**src/mms_pkg.sv**
```systemverilog
package mms_pkg;

  // bus side widths
  localparam int MMS_ADDR_W = 32;
  localparam int MMS_DATA_W = 32;
  localparam int MMS_BE_W = 4;
  localparam int MMS_BCNT_W = 3;
  localparam int MMS_RESP_W = 8;
  localparam int MMS_ID_W = 8;
  localparam int MMS_IDX_W = 3;
  localparam int MMS_NBEAT = 8;
  localparam int MMS_CNT_W = 16;

  // call/return stream widths
  localparam int MMS_API_W = 64;
  localparam int MMS_CH_W = 8;
  localparam int MMS_ARG_IDX_LSB = 32;

  // function channels on the call stream
  localparam logic [MMS_CH_W-1:0] MMS_FN_WAIT = 8'h00;
  localparam logic [MMS_CH_W-1:0] MMS_FN_MAX_Q = 8'h01;
  localparam logic [MMS_CH_W-1:0] MMS_FN_MIN_Q = 8'h02;
  localparam logic [MMS_CH_W-1:0] MMS_FN_RD_ID = 8'h03;
  localparam logic [MMS_CH_W-1:0] MMS_FN_RD_STATUS = 8'h04;
  localparam logic [MMS_CH_W-1:0] MMS_FN_BURST = 8'h05;
  localparam logic [MMS_CH_W-1:0] MMS_FN_DATA = 8'h06;
  localparam logic [MMS_CH_W-1:0] MMS_FN_LATENCY = 8'h07;
  localparam logic [MMS_CH_W-1:0] MMS_FN_REQ = 8'h08;
  localparam logic [MMS_CH_W-1:0] MMS_FN_TIMEOUT = 8'h09;
  localparam logic [MMS_CH_W-1:0] MMS_FN_WR_ID = 8'h0a;
  localparam logic [MMS_CH_W-1:0] MMS_FN_WR_STATUS = 8'h0b;
  localparam logic [MMS_CH_W-1:0] MMS_FN_MODE = 8'h0c;
  localparam logic [MMS_CH_W-1:0] MMS_FN_MAX_PEND = 8'h0d;
  localparam logic [MMS_CH_W-1:0] MMS_FN_STATUS = 8'h10;
  localparam logic [MMS_CH_W-1:0] MMS_FN_PEND = 8'h11;

  // event channels
  localparam int MMS_EV_FATAL = 0;
  localparam int MMS_EV_EXCESS = 1;
  localparam int MMS_EV_CMD = 2;
  localparam int MMS_EV_RESP = 3;
  localparam int MMS_EV_N = 8;

  // sticky status bit positions
  localparam int MMS_ST_QHIGH = 4;
  localparam int MMS_ST_QLOW = 5;
  localparam int MMS_ST_TMO = 6;

  // request type encoding
  localparam logic MMS_REQ_READ = 1'b0;
  localparam logic MMS_REQ_WRITE = 1'b1;

  // values after reset, then the minimum read latency
  localparam logic [MMS_CNT_W-1:0] MMS_RST_MAX_PEND = 16'h0001;
  localparam logic [MMS_CNT_W-1:0] MMS_RST_TIMEOUT = 16'h0064;
  localparam logic [MMS_CNT_W-1:0] MMS_RST_MAX_Q = 16'hffff;
  localparam logic [MMS_CNT_W-1:0] MMS_RST_MIN_Q = 16'h0000;
  localparam logic [MMS_CNT_W-1:0] MMS_MIN_LAT = 16'h0002;

  typedef struct packed {
    logic read;
    logic write;
    logic [MMS_ADDR_W-1:0] addr;
    logic [MMS_BCNT_W-1:0] burstcount;
    logic [MMS_DATA_W-1:0] wdata;
    logic [MMS_BE_W-1:0] byteen;
  } mms_cmd_t;

  typedef struct packed {
    logic valid;
    logic [MMS_ID_W-1:0] id;
    logic [MMS_RESP_W-1:0] status;
    logic [MMS_DATA_W-1:0] data;
  } mms_rrsp_t;

  typedef struct packed {
    logic valid;
    logic [MMS_ID_W-1:0] id;
    logic [MMS_RESP_W-1:0] status;
  } mms_wrsp_t;

  typedef struct packed {
    logic wr;
    logic rd;
    logic [MMS_CH_W-1:0] chan;
    logic [MMS_API_W-1:0] arg;
  } mms_call_t;

  typedef struct packed {
    logic valid;
    logic [MMS_API_W-1:0] data;
  } mms_ret_t;

endpackage : mms_pkg

```
**src/mms_slave_responder.sv**
```systemverilog
`timescale 1ns/1ps
// Behaviour
// - each command beat is stalled by a programmable wait count via waitrequest.
// - write bursts stall each data beat by the wait count at its index.
// - read bursts stall only the command beat, using wait count index zero.
// - read response starts the programmed latency after read accept, clamped to at least two cycles.
// - response request type encodes read as 0 and write as 1.
// - programmed read id appears on the read response id output.
// - programmed write id appears on the write response id output.
// - read response status is programmable per beat index.
// - write response status is programmable per beat index in mode 1; mode 0 always uses index zero.
// - read data words set per index, returned in index order.
// - beats per read response come from programmed burst count.
// - timeout flagged when limit cycles pass without transfer progress.
// - command-received event raised whenever a command is detected.
// - error event when pending reads exceed configured maximum.
// - event when pending responses rise above the maximum threshold.
// - event when pending transactions fall below the minimum threshold.
// - fatal event on an illegal command: both strobes, or a read breaking into a write burst.
// - response-issued event each time a response finishes on the bus.
// - functions and events map to fixed channel numbers, four reserved.
// - calls carry function id on channel, arguments on data; results return.
// - call/return stream shares the single bus clock domain.
// - maximum pending reads defaults to one.
// - mode 0 merges a write burst into one command, mode 1 per beat.
module mms_slave_responder
  import mms_pkg::*;
#(
  parameter int PEND_D = 4
) (
  input wire logic clk,
  input wire logic srst,
  input wire mms_cmd_t bus_cmd,
  output logic bus_waitreq,
  output mms_rrsp_t bus_rrsp,
  output mms_wrsp_t bus_wrsp,
  input wire mms_call_t api_call,
  output mms_ret_t api_ret,
  output logic [MMS_EV_N-1:0] evt,
  output logic evt_q_high,
  output logic evt_q_low,
  output logic evt_timeout
);

  localparam int PW = $clog2(PEND_D);
  localparam logic [PW:0] PEND_FULL = (PW+1)'(PEND_D);

  ////////////////////////////////////////////////////////////////////////////
  // programmable settings
  logic [MMS_CNT_W-1:0] wait_q [MMS_NBEAT];
  logic [MMS_RESP_W-1:0] rstat_q [MMS_NBEAT];
  logic [MMS_RESP_W-1:0] wstat_q [MMS_NBEAT];
  logic [MMS_DATA_W-1:0] rdat_q [MMS_NBEAT];
  logic [MMS_CNT_W-1:0] lat_q;
  logic [MMS_CNT_W-1:0] tmo_lim_q;
  logic [MMS_CNT_W-1:0] max_q_q;
  logic [MMS_CNT_W-1:0] min_q_q;
  logic [MMS_CNT_W-1:0] max_pend_q;
  logic [MMS_BCNT_W-1:0] rburst_q;
  logic [MMS_ID_W-1:0] rid_q;
  logic [MMS_ID_W-1:0] wid_q;
  logic req_q;
  logic mode_q;
  logic [7:0] sts_q;
  logic [MMS_IDX_W-1:0] arg_idx;
  logic [MMS_CNT_W-1:0] arg_cnt;

  assign arg_idx = api_call.arg[MMS_ARG_IDX_LSB +: MMS_IDX_W];
  assign arg_cnt = api_call.arg[MMS_CNT_W-1:0];

  // single clock here: one call per cycle, no crossing to keep
  always_ff @(posedge clk) begin
    if (srst) begin
      lat_q <= '0;
      tmo_lim_q <= MMS_RST_TIMEOUT;
      max_q_q <= MMS_RST_MAX_Q;
      min_q_q <= MMS_RST_MIN_Q;
      max_pend_q <= MMS_RST_MAX_PEND;
      rburst_q <= '0;
      rid_q <= '0;
      wid_q <= '0;
      req_q <= MMS_REQ_READ;
      mode_q <= 1'b0;
    end else if (api_call.wr) begin
      case (api_call.chan)
        MMS_FN_MAX_Q: max_q_q <= arg_cnt;
        MMS_FN_MIN_Q: min_q_q <= arg_cnt;
        MMS_FN_RD_ID: rid_q <= api_call.arg[MMS_ID_W-1:0];
        MMS_FN_BURST: rburst_q <= api_call.arg[MMS_BCNT_W-1:0];
        MMS_FN_LATENCY: lat_q <= arg_cnt;
        MMS_FN_REQ: req_q <= api_call.arg[0];
        MMS_FN_TIMEOUT: tmo_lim_q <= arg_cnt;
        MMS_FN_WR_ID: wid_q <= api_call.arg[MMS_ID_W-1:0];
        MMS_FN_MODE: mode_q <= api_call.arg[0];
        MMS_FN_MAX_PEND: max_pend_q <= arg_cnt;
        default: ;
      endcase
    end
  end

  always_ff @(posedge clk) begin
    if (srst) begin
      for (int i = 0; i < MMS_NBEAT; i++) begin
        wait_q[i] <= '0;
        rstat_q[i] <= '0;
        wstat_q[i] <= '0;
        rdat_q[i] <= '0;
      end
    end else if (api_call.wr) begin
      if (api_call.chan == MMS_FN_WAIT) begin
        wait_q[arg_idx] <= arg_cnt;
      end
      if (api_call.chan == MMS_FN_RD_STATUS) begin
        rstat_q[arg_idx] <= api_call.arg[MMS_RESP_W-1:0];
      end
      if (api_call.chan == MMS_FN_WR_STATUS) begin
        wstat_q[arg_idx] <= api_call.arg[MMS_RESP_W-1:0];
      end
      if (api_call.chan == MMS_FN_DATA) begin
        rdat_q[arg_idx] <= api_call.arg[MMS_DATA_W-1:0];
      end
    end
  end

  ////////////////////////////////////////////////////////////////////////////
  // command plane
  logic cmd_act;
  logic pend_full;
  logic [MMS_CNT_W-1:0] wait_sel;
  logic [MMS_CNT_W-1:0] wcnt_q;
  logic accept;
  logic rd_acc;
  logic wr_acc;
  logic wr_last;
  logic [MMS_IDX_W-1:0] beat_q;
  logic [MMS_BCNT_W-1:0] wlen_q;
  logic [MMS_BCNT_W-1:0] bcnt_in;
  logic [MMS_BCNT_W-1:0] cur_len;
  logic seen_q;
  logic cmd_seen;
  logic fatal;
  logic [PW:0] cnt_q;

  assign cmd_act = bus_cmd.read | bus_cmd.write;
  assign pend_full = (cnt_q == PEND_FULL);
  assign wait_sel = bus_cmd.write ? wait_q[beat_q] : wait_q[0];
  // stall while the count runs; a full queue also back-pressures reads
  assign bus_waitreq = cmd_act & ((wcnt_q < wait_sel) | (bus_cmd.read & pend_full));
  assign accept = cmd_act & ~bus_waitreq;
  assign wr_acc = accept & bus_cmd.write;
  assign rd_acc = accept & bus_cmd.read & ~bus_cmd.write;
  assign bcnt_in = (bus_cmd.burstcount == '0) ? MMS_BCNT_W'(1) : bus_cmd.burstcount;
  assign cur_len = (beat_q == '0) ? bcnt_in : wlen_q;
  assign wr_last = wr_acc & (beat_q == MMS_IDX_W'(cur_len - MMS_BCNT_W'(1)));
  // new command: reads always, writes on first beat or per beat in mode 1
  assign cmd_seen = cmd_act & ~seen_q & (bus_cmd.read | (beat_q == '0) | mode_q);
  // both strobes, or a read breaking into a write burst
  assign fatal = (bus_cmd.read & bus_cmd.write) | (bus_cmd.read & (beat_q != '0));

  always_ff @(posedge clk) begin
    if (srst || accept || !cmd_act) begin
      wcnt_q <= '0;
    end else begin
      wcnt_q <= wcnt_q + MMS_CNT_W'(1);
    end
  end

  always_ff @(posedge clk) begin
    if (srst) begin
      beat_q <= '0;
      wlen_q <= '0;
    end else if (wr_acc) begin
      beat_q <= wr_last ? '0 : beat_q + MMS_IDX_W'(1);
      if (beat_q == '0) begin
        wlen_q <= bcnt_in;
      end
    end
  end

  always_ff @(posedge clk) begin
    if (srst || accept || !cmd_act) begin
      seen_q <= 1'b0;
    end else begin
      seen_q <= 1'b1;
    end
  end

  // mode 1 answers every beat, mode 0 once per burst
  always_ff @(posedge clk) begin
    if (srst) begin
      bus_wrsp <= '0;
    end else begin
      bus_wrsp.valid <= mode_q ? wr_acc : wr_last;
      bus_wrsp.id <= wid_q;
      bus_wrsp.status <= wstat_q[mode_q ? beat_q : MMS_IDX_W'(0)];
    end
  end

  ////////////////////////////////////////////////////////////////////////////
  // pending read queue and response plane
  logic [MMS_CNT_W-1:0] ts_q [PEND_D];
  logic [MMS_CNT_W-1:0] plat_q [PEND_D];
  logic [PW-1:0] wp_q;
  logic [PW-1:0] rp_q;
  logic [PW:0] cnt_d;
  logic [MMS_CNT_W-1:0] now_q;
  logic [MMS_CNT_W-1:0] age;
  logic [MMS_BCNT_W-1:0] rburst_eff;
  logic [MMS_BCNT_W-1:0] slen_q;
  logic [MMS_IDX_W-1:0] sbeat_q;
  logic strm_q;
  logic due;
  logic last_load;

  assign age = now_q - ts_q[rp_q];
  assign rburst_eff = (rburst_q == '0) ? MMS_BCNT_W'(1) : rburst_q;
  // load one cycle early so the registered beat lands on the latency
  assign due = (cnt_q != '0) & ~strm_q & ((age + MMS_CNT_W'(1)) >= plat_q[rp_q]);
  assign last_load = (due & (rburst_eff == MMS_BCNT_W'(1)))
                   | (strm_q & (sbeat_q == MMS_IDX_W'(slen_q - MMS_BCNT_W'(1))));
  assign cnt_d = cnt_q + (PW+1)'(rd_acc) - (PW+1)'(last_load);

  always_ff @(posedge clk) begin
    if (srst) begin
      now_q <= '0;
    end else begin
      now_q <= now_q + MMS_CNT_W'(1);
    end
  end

  always_ff @(posedge clk) begin
    if (srst) begin
      wp_q <= '0;
      rp_q <= '0;
      cnt_q <= '0;
    end else begin
      cnt_q <= cnt_d;
      if (rd_acc) begin
        wp_q <= (wp_q == PW'(PEND_D - 1)) ? '0 : wp_q + PW'(1);
      end
      if (last_load) begin
        rp_q <= (rp_q == PW'(PEND_D - 1)) ? '0 : rp_q + PW'(1);
      end
    end
  end

  // latency is captured at accept, so later changes hit only new reads
  always_ff @(posedge clk) begin
    if (rd_acc) begin
      ts_q[wp_q] <= now_q;
      plat_q[wp_q] <= (lat_q < MMS_MIN_LAT) ? MMS_MIN_LAT : lat_q;
    end
  end

  // beat count from programmed burst size
  always_ff @(posedge clk) begin
    if (srst) begin
      strm_q <= 1'b0;
      sbeat_q <= '0;
      slen_q <= '0;
      bus_rrsp <= '0;
    end else if (due) begin
      bus_rrsp.valid <= 1'b1;
      bus_rrsp.id <= rid_q;
      bus_rrsp.data <= rdat_q[0];
      bus_rrsp.status <= rstat_q[0];
      slen_q <= rburst_eff;
      sbeat_q <= MMS_IDX_W'(1);
      strm_q <= (rburst_eff != MMS_BCNT_W'(1));
    end else if (strm_q) begin
      bus_rrsp.valid <= 1'b1;
      bus_rrsp.id <= rid_q;
      bus_rrsp.data <= rdat_q[sbeat_q];
      bus_rrsp.status <= rstat_q[sbeat_q];
      sbeat_q <= sbeat_q + MMS_IDX_W'(1);
      if (last_load) begin
        strm_q <= 1'b0;
      end
    end else begin
      bus_rrsp.valid <= 1'b0;
    end
  end

  ////////////////////////////////////////////////////////////////////////////
  // timeout
  logic [MMS_CNT_W-1:0] tmo_q;
  logic busy;
  logic progress;
  logic tmo_hit;

  assign busy = (cnt_q != '0) | (beat_q != '0) | bus_waitreq;
  assign progress = accept | due | strm_q;
  // limit reached without progress; zero limit disables it
  assign tmo_hit = busy & ~progress & (tmo_lim_q != '0)
                 & ((tmo_q + MMS_CNT_W'(1)) == tmo_lim_q);

  always_ff @(posedge clk) begin
    if (srst || !busy || progress) begin
      tmo_q <= '0;
    end else begin
      tmo_q <= tmo_q + MMS_CNT_W'(1);
    end
  end

  ////////////////////////////////////////////////////////////////////////////
  // events and status
  logic excess;
  logic q_high;
  logic q_low;
  logic [7:0] sts_set;
  logic [7:0] sts_clr;

  assign excess = rd_acc & (MMS_CNT_W'(cnt_d) > max_pend_q);
  assign q_high = (MMS_CNT_W'(cnt_d) > max_q_q) & (MMS_CNT_W'(cnt_q) <= max_q_q);
  assign q_low = (MMS_CNT_W'(cnt_d) < min_q_q) & (MMS_CNT_W'(cnt_q) >= min_q_q);
  assign sts_set = {1'b0, tmo_hit, q_low, q_high, last_load | bus_wrsp.valid,
                    cmd_seen, excess, fatal};
  assign sts_clr = (api_call.wr && api_call.chan == MMS_FN_STATUS) ? api_call.arg[7:0] : '0;

  // fixed channels, upper four reserved and quiet
  // response done: last read beat or write answer
  always_ff @(posedge clk) begin
    if (srst) begin
      evt <= '0;
      evt_q_high <= 1'b0;
      evt_q_low <= 1'b0;
      evt_timeout <= 1'b0;
    end else begin
      evt <= '0;
      evt[MMS_EV_FATAL] <= fatal;
      evt[MMS_EV_EXCESS] <= excess;
      evt[MMS_EV_CMD] <= cmd_seen;
      evt[MMS_EV_RESP] <= last_load | bus_wrsp.valid;
      evt_q_high <= q_high;
      evt_q_low <= q_low;
      evt_timeout <= tmo_hit;
    end
  end

  // set wins over a clear in the same cycle
  always_ff @(posedge clk) begin
    if (srst) begin
      sts_q <= '0;
    end else begin
      sts_q <= (sts_q & ~sts_clr) | sts_set;
    end
  end

  // results on the return stream, one cycle after the call
  always_ff @(posedge clk) begin
    if (srst || !api_call.rd) begin
      api_ret <= '0;
    end else begin
      api_ret.valid <= 1'b1;
      case (api_call.chan)
        MMS_FN_WAIT: api_ret.data <= MMS_API_W'(wait_q[arg_idx]);
        MMS_FN_MAX_Q: api_ret.data <= MMS_API_W'(max_q_q);
        MMS_FN_MIN_Q: api_ret.data <= MMS_API_W'(min_q_q);
        MMS_FN_RD_ID: api_ret.data <= MMS_API_W'(rid_q);
        MMS_FN_BURST: api_ret.data <= MMS_API_W'(rburst_q);
        MMS_FN_LATENCY: api_ret.data <= MMS_API_W'(lat_q);
        MMS_FN_REQ: api_ret.data <= MMS_API_W'(req_q);
        MMS_FN_TIMEOUT: api_ret.data <= MMS_API_W'(tmo_lim_q);
        MMS_FN_WR_ID: api_ret.data <= MMS_API_W'(wid_q);
        MMS_FN_MODE: api_ret.data <= MMS_API_W'(mode_q);
        MMS_FN_MAX_PEND: api_ret.data <= MMS_API_W'(max_pend_q);
        MMS_FN_STATUS: api_ret.data <= MMS_API_W'(sts_q);
        MMS_FN_PEND: api_ret.data <= MMS_API_W'(cnt_q);
        default: api_ret.data <= '0;
      endcase
    end
  end

  ////////////////////////////////////////////////////////////////////////////
  // checks
  AST_WAIT_READ: assert property (@(posedge clk) disable iff (srst)
    (bus_cmd.read && !bus_cmd.write && !$past(cmd_act) && wait_q[0] == 16'h0001 && !pend_full)
      ##1 bus_cmd.read |-> $past(bus_waitreq) && !bus_waitreq)
    else $error("read wait count not honoured");

  AST_WR_BEAT: assert property (@(posedge clk) disable iff (srst)
    wr_acc |-> wcnt_q >= wait_q[beat_q] && $past(bus_waitreq) == (wcnt_q != '0))
    else $error("write beat accepted before its wait");

  AST_RD_IDX0: assert property (@(posedge clk) disable iff (srst)
    rd_acc |-> wcnt_q >= wait_q[0] && (wcnt_q == wait_q[0] || $past(pend_full)))
    else $error("read accepted before index zero wait");

  AST_RD_LAT: assert property (@(posedge clk) disable iff (srst)
    (rd_acc && cnt_q == '0 && !strm_q && lat_q == 16'h0003)
      |-> ##1 !bus_rrsp.valid [*2] ##1 bus_rrsp.valid)
    else $error("read latency wrong");

  AST_RD_ID: assert property (@(posedge clk) disable iff (srst)
    (due && !api_call.wr) |=> bus_rrsp.valid && bus_rrsp.id == $past(rid_q))
    else $error("read id wrong");

  AST_WR_ID: assert property (@(posedge clk) disable iff (srst)
    (wr_last && !mode_q) |=> bus_wrsp.valid && bus_wrsp.id == $past(wid_q))
    else $error("write id or response missing");

  AST_BEATS: assert property (@(posedge clk) disable iff (srst)
    (due && rburst_eff == 3'h2) |=> bus_rrsp.valid [*2] ##0 evt[MMS_EV_RESP])
    else $error("burst beat count wrong");

  AST_EXCESS: assert property (@(posedge clk) disable iff (srst)
    (rd_acc && !last_load && MMS_CNT_W'(cnt_q) >= max_pend_q) |=> evt[MMS_EV_EXCESS])
    else $error("excess pending reads not flagged");

  AST_CMD_SEEN: assert property (@(posedge clk) disable iff (srst)
    (bus_cmd.read && !$past(cmd_act)) |=> evt[MMS_EV_CMD])
    else $error("command not reported");

  AST_RESET: assert property (@(posedge clk)
    $past(srst) |-> !bus_waitreq && cnt_q == '0 && lat_q == '0)
    else $error("reset state wrong");

  COV_RD_BURST: cover property (@(posedge clk) disable iff (srst)
    due && rburst_eff == 3'h2);
  COV_WR_SPLIT: cover property (@(posedge clk) disable iff (srst)
    wr_acc && mode_q && beat_q == 3'h1);
  COV_TIMEOUT: cover property (@(posedge clk) disable iff (srst) tmo_hit);

endmodule : mms_slave_responder

```
**config.mk**
```make
export PLATFORM = sky130hd
export DESIGN_NAME = mms_slave_responder
export DESIGN_NICKNAME = d
export VERILOG_FILES = /design/src/mms_pkg.sv /design/src/mms_slave_responder.sv
export SDC_FILE = /design/constraint.sdc
export NUM_CORES = 2
export LEC_CHECK = 0
export ABC_AREA = 1
export BUFFER_PORTS_ARGS = -buffer_cell sky130_fd_sc_hd__buf_2
export CAP_MARGIN = 0
export CORE_UTILIZATION = 45
export DETAILED_ROUTE_END_ITERATION = 7
export HOLD_SLACK_MARGIN = 0.02
export MAX_ROUTING_LAYER = met4
export PLACE_DENSITY_LB_ADDON = 0.1
export SYNTH_ARGS = -nofsm -noshare
export SYNTH_HDL_FRONTEND = slang
export SYNTH_SLANG_ARGS = --single-unit
```
**constraint.sdc**
```tcl
create_clock -name clk -period 7.57 [get_ports clk]
set_input_delay 0.757 -clock clk [delete_from_list [all_inputs] [get_ports clk]]
set_output_delay 0.757 -clock clk [all_outputs]
set_load 0.02 [all_outputs]
```
* After elaboration in Yosys (flattened, before gate mapping)
Memory sizes are Yosys's and may differ from the RTL's. A register that Yosys moved wholly into a read port is not among the register bits.
Index checks and enable logic that the tools add are counted.
** Cells by class
- Muxes and demuxes :: 60
- Magnitude comparators :: 8
- Reductions and logical operators :: 32
- Add/subtract/negate cells :: 13
- Equal/unequal tests :: 23
- Bitwise gates (word level) :: 40
** Operator list (count)
- $pmux W16 S13 :: 1
- $mux W65 :: 1
- $add A16 B1 Y16 const B :: 4
- $mux W49 :: 1
- $eq A8 B4 Y1 const B :: 6
- $mux W16 :: 3
- $mux W48 :: 1
- $mux W3 :: 11
- $eq A8 B3 Y1 const B :: 4
- $gt A3 B16 Y1 :: 2
- $mux W1 :: 32
- $mux W32 :: 1
- $reduce_or A32 Y1 :: 1
- $mux W8 :: 3
- $and A1 B1 Y1 :: 21
- $reduce_and A2 Y1 :: 10
- $eq A16 B16 Y1 :: 1
- $eq A8 B2 Y1 const B :: 2
- $eq A8 B5 Y1 const B :: 2
- $ge A16 B16 Y1 :: 1
- $ge A3 B16 Y1 :: 1
- $le A3 B16 Y1 :: 1
- $lt A16 B16 Y1 :: 1
- $lt A16 B2 Y1 const B :: 1
- other kinds (30) :: 64
** Storage, ports and cells
- Bits in registers :: 312
- Memories :: 6
- Memory bits (writable) :: 640
- Bits of input ports :: 149
- Output and inout bits :: 143
- Word-level logic and storage cells :: 219
** Memory list
- rdat_q :: words 8, bits a word 32, read ports 2, clocked after memory_dff 0, write ports 8, RTL line mms_slave_responder.sv:53 : logic [MMS_DATA_W-1:0] rdat_q [MMS_NBEAT];
- wait_q :: words 8, bits a word 16, read ports 3, clocked after memory_dff 1, write ports 8, RTL line mms_slave_responder.sv:50 : logic [MMS_CNT_W-1:0] wait_q [MMS_NBEAT];
- plat_q :: words 4, bits a word 16, read ports 1, clocked after memory_dff 1, write ports 1, RTL line mms_slave_responder.sv:202 : logic [MMS_CNT_W-1:0] plat_q [PEND_D];
- rstat_q :: words 8, bits a word 8, read ports 2, clocked after memory_dff 0, write ports 8, RTL line mms_slave_responder.sv:51 : logic [MMS_RESP_W-1:0] rstat_q [MMS_NBEAT];
- ts_q :: words 4, bits a word 16, read ports 1, clocked after memory_dff 1, write ports 1, RTL line mms_slave_responder.sv:201 : logic [MMS_CNT_W-1:0] ts_q [PEND_D];
- wstat_q :: words 8, bits a word 8, read ports 1, clocked after memory_dff 1, write ports 8, RTL line mms_slave_responder.sv:52 : logic [MMS_RESP_W-1:0] wstat_q [MMS_NBEAT];

* Depth between registers and ports, before layout
An unclocked memory read counts as a cell.
- Depth in word-level cells :: 14
- Gate-level depth with buffers :: 40
- Depth with buffers taken out :: 38

* Worst setup path before layout
Ideal clock, no wire load.
- Path kind :: reg-to-reg
- From :: register with a tool-made name
- To :: register sts_q[4]
- Arrival time :: 6.248 ns
- Slack :: 1.199 ns
- Stages on the path, launching flop included :: 37
- Library setup time :: 0.123 ns
- Clock period less this slack :: 6.371 ns
- Path buffers :: 3
- Data required time :: 7.447 ns
- Path through :: dfxtp_1 > clkbuf_1 > clkbuf_1 > nand2_1 > a32o_1 > ha_1 > fa_1 > a21oi_1 > o21bai_1 > nand2_1 > o211ai_1 > a21o_1 > a21oi_1 > o21ai_0 > nand3_1 > nand2_1 > xor2_1 > ha_1 > nand2_1 > nor2_1 > nand4_1 > o311ai_0 > nand2_1 > inv_1 > buf_2 > nand3_1 > nand2_1 > ha_1 > inv_1 > ha_1 > fa_1 > ha_1 > inv_1 > o21bai_1 > a21oi_1 > a211oi_1 > or2_2
** RTL lines
- to (signal assigned) :: RTL line mms_slave_responder.sv:345 : sts_q <= (sts_q & ~sts_clr) | sts_set;
- to (decl) :: RTL line mms_slave_responder.sv:64 : logic [7:0] sts_q;

==> out/metrics.cfg <==
[critical_path]
ff2ff_path_depth = 35
ff2ff_setup_slack_ns = 0.67
startpoint_type = register
critical_path_buf_inv_count = 4
cp_max_fo = 26
cp_common_cell = ha_1
cp_top_family = adder cells
crit_slowest_cell = fa_1
r2r-end = sts_q[1]$_SDFF_PP0_
cp.required_ns = 8.10
crit_path_max_incr_delay_ns = 0.51
cp.arrival_ns = 7.43
path_class = reg2reg
cp-end-kind = register

[yosys]
avgSynthCellArea_um2 = 9.69
synth-seq-cells = 913
async_flop_share_pct = 0
ys.flop_type = edfxtp_1
synth-edff-count = 640
ys_seq_area_share_pct = 59.8
syn_inst = 4260
ys_warn_count = 0
ys_types = 61
netlist_area_mm2 = 0.0413

[sta]
hold_viol = 0
finalSetupTns_ns = 0
timing.slew.headroom_pct = 16.9
report.final.setup_viol = 0
maxSlewViolCount = 0
max_freq_ghz = 0.145
finalCriticalPeriod_ns = 6.90
skew_ns = 0.0264
rsz0062_at_grt = false
finalCritPeriodShare_pct = 91.1
setup_slack_ns = 0.674
worst_pin_slew_ns = 1.23

[clocking]
root_buffer = clkbuf_16
cts.sinks = 913
ctsResizeCount = 0
ctsHoldBuffers = 0
clk_path_buf_depth = 3
clk_latency_ns = 0.68
post-cts-setup-buffers = 0
cts_tree = done
cts_max_level = 3
cts_made_buffers = 100
cts.clk_slew.worst_paths_ns = 0.06

[job]
maxCapViolations = 0

[drt]
first_iter_violations = 3271
totalWireLength_um = 124000
route.detailed.wl_per_inst_um = 22.3
drc = 0
vias_per_cell = 5.68
dr_total_vias = 31400
drtPass1Iterations = 5
ant_nets = 0

[global_routing]
met1_usage_pct = 36.7
antenna_found_initial = 2
grt_pass1_wl_um = 185000
grt_usage_pct = 27.0
grtUsageMet2_pct = 41.6
grt_overflow_total = 0
gr-usage-met3_pct = 3.58
gr-max-usage-layer = met2
grt_pass1_vias = 29500
grt_max_degree = 96

[floorplanning]
core-area_mm2 = 0.0904
row_count = 110
start_util_pct = 45.6
die_w_um = 305
ios = 292
chipHeight_um = 305
dieArea_mm2 = 0.0929

[place]
dpl.hpwl_um = 73700
port_buffers = 142
dp_slack_ns = 0.474
place_congestion = 0.926

[pwr]
peakVddDrop_mv = 0.201
p_leak_nw = 17.2
power_density_mw_per_mm2 = 283

[hold_path]
hold_end = lat_q[12]$_SDFFE_PP0P_
hp-start = api_call[12]
min_path_type = in2reg
whs_path_depth = 3

[final_layout]
layout.nets = 4519
fillers = 8370
diodes = 0
drive_above_1_share_pct = 9.74
area_delta_synth_final_pct = 11.3
finish.utilization_pct = 50.8

[run_status]
status = finished clean

==> area by class of cell <==
type / count / area [µm²] / area share [%]
Sequential cell: 913 / 24700 / 53.8
Multi-Input combinational cell: 2738 / 14100 / 30.7
Clock buffer: 145 / 2870 / 6.24
Tap cell: 1176 / 1470 / 3.20
Inverter: 327 / 1230 / 2.69
Timing Repair Buffer: 199 / 1140 / 2.48
Clock inverter: 42 / 410 / 0.893
==> state kept, by name, indices dropped and copies added, names as in the netlist, 17 cells and up, named ones only <==
name      flops
wstat_q      64
ts_q         64
bus_rrsp     49
api_ret      17
plat_q       64
rdat_q      256
wait_q      128
rstat_q      64
bus_wrsp     17
==> metrics by stage <==
step,hold WS [ns],area (µm²),std cells,power (mW)
after floorplan,0.423,41500,4311,7.41
after global placement,0.431,42700,5353,8.15
after detailed placement,0.440,42700,5353,8.19
after CTS,0.369,45900,5540,13.1
after global routing,0.388,45900,5540,13.6
final,0.416,45900,5540,13.0
==> layer usage <==
| layer | routed length, µm | part of all wire, % | vias to the layer above |
|---|---|---|---|
| met3 | 8980 | 7.3 | 226 |
| met2 | 56700 | 46 | 1291 |
| li1 | - | - | 14700 |
| met4 | 3980 | 3.2 | 0 |
| met1 | 54200 | 44 | 15200 |
| met5 | 0 | 0 | - |
==> tightest hold or removal path, cell delays in order <==
cell,delay (ns)
buf_2,0.14
nand3_1,0.08
a21oi_1,0.06
==> power breakdown <==
part           internal [mW]  switching [mW]  total (mW)
registers               5.55           0.121        5.68
logic                  0.719            1.69        2.41
clock network           2.87            2.04        4.90
==> cells in the final DEF (no fill, tap or decap), types with 17 or more instances in the layout <==
| cell | count |
|---|---|
| nand2_1 | 430 |
| nand2_2 | 20 |
| nand3_1 | 140 |
| inv_1 | 302 |
| conb_1 | 52 |
| edfxtp_1 | 640 |
| dfxtp_1 | 267 |
| nor2_1 | 857 |
| clkinv_2 | 20 |
| a21oi_1 | 240 |
| o211ai_1 | 26 |
| nor4_1 | 19 |
| clkbuf_1 | 27 |
| buf_2 | 141 |
| nand4_1 | 32 |
| nor3_1 | 19 |
| buf_4 | 58 |
| a31oi_1 | 55 |
| clkinv_1 | 17 |
| a221oi_1 | 21 |
| ha_1 | 89 |
| o22ai_1 | 44 |
| o21ai_0 | 431 |
| a32o_1 | 29 |
| o221ai_1 | 78 |
| xor2_1 | 41 |
| clkbuf_16 | 102 |
==> cells in the mapped netlist, types with 32 or more instances <==
| cell | count | area [µm²] |
|---|---|---|
| a31oi_1 | 55 | 344 |
| a21oi_1 | 240 | 1200 |
| nand2_1 | 439 | 1650 |
| dfxtp_1 | 273 | 5470 |
| nand4_1 | 32 | 200 |
| nor2_1 | 862 | 3240 |
| xor2_1 | 41 | 359 |
| o221ai_1 | 78 | 683 |
| nand3_1 | 140 | 701 |
| inv_1 | 307 | 1150 |
| buf_4 | 53 | 398 |
| o21ai_0 | 431 | 2160 |
| ha_1 | 89 | 1110 |
| o22ai_1 | 44 | 275 |
| edfxtp_1 | 640 | 19200 |
| clkbuf_1 | 241 | 905 |
==> worst max-delay path by stage <==
stage               startpoint  slack (ns)  cells after the start                  end
finish                register        0.67                     35  sts_q[1]$_SDFF_PP0_
CTS                   register        0.46                     35  sts_q[1]$_SDFF_PP0_
global route          register        0.11                     37  sts_q[4]$_SDFF_PP0_
detailed placement    register        0.47                     35  sts_q[1]$_SDFF_PP0_
floorplan             register        1.20                     36  sts_q[4]$_SDFF_PP0_
global placement      register        0.61                     36  sts_q[4]$_SDFF_PP0_
==> kinds of logic after synthesis <==
logic type               after synthesis  synth area share, %
AND/OR/NAND/NOR                     1552                 15.4
AO/OA/AOI/OAI                        983                 14.1
flip-flops                           913                 59.8
buffers and inverters                660                 6.60
adder cells (fa/ha/maj)               91                 2.80
XOR/XNOR                              57                 1.21
multiplexers                           3               0.0728
other                                  1              0.00909
Note: power is estimated with default switching activity, not from simulation.
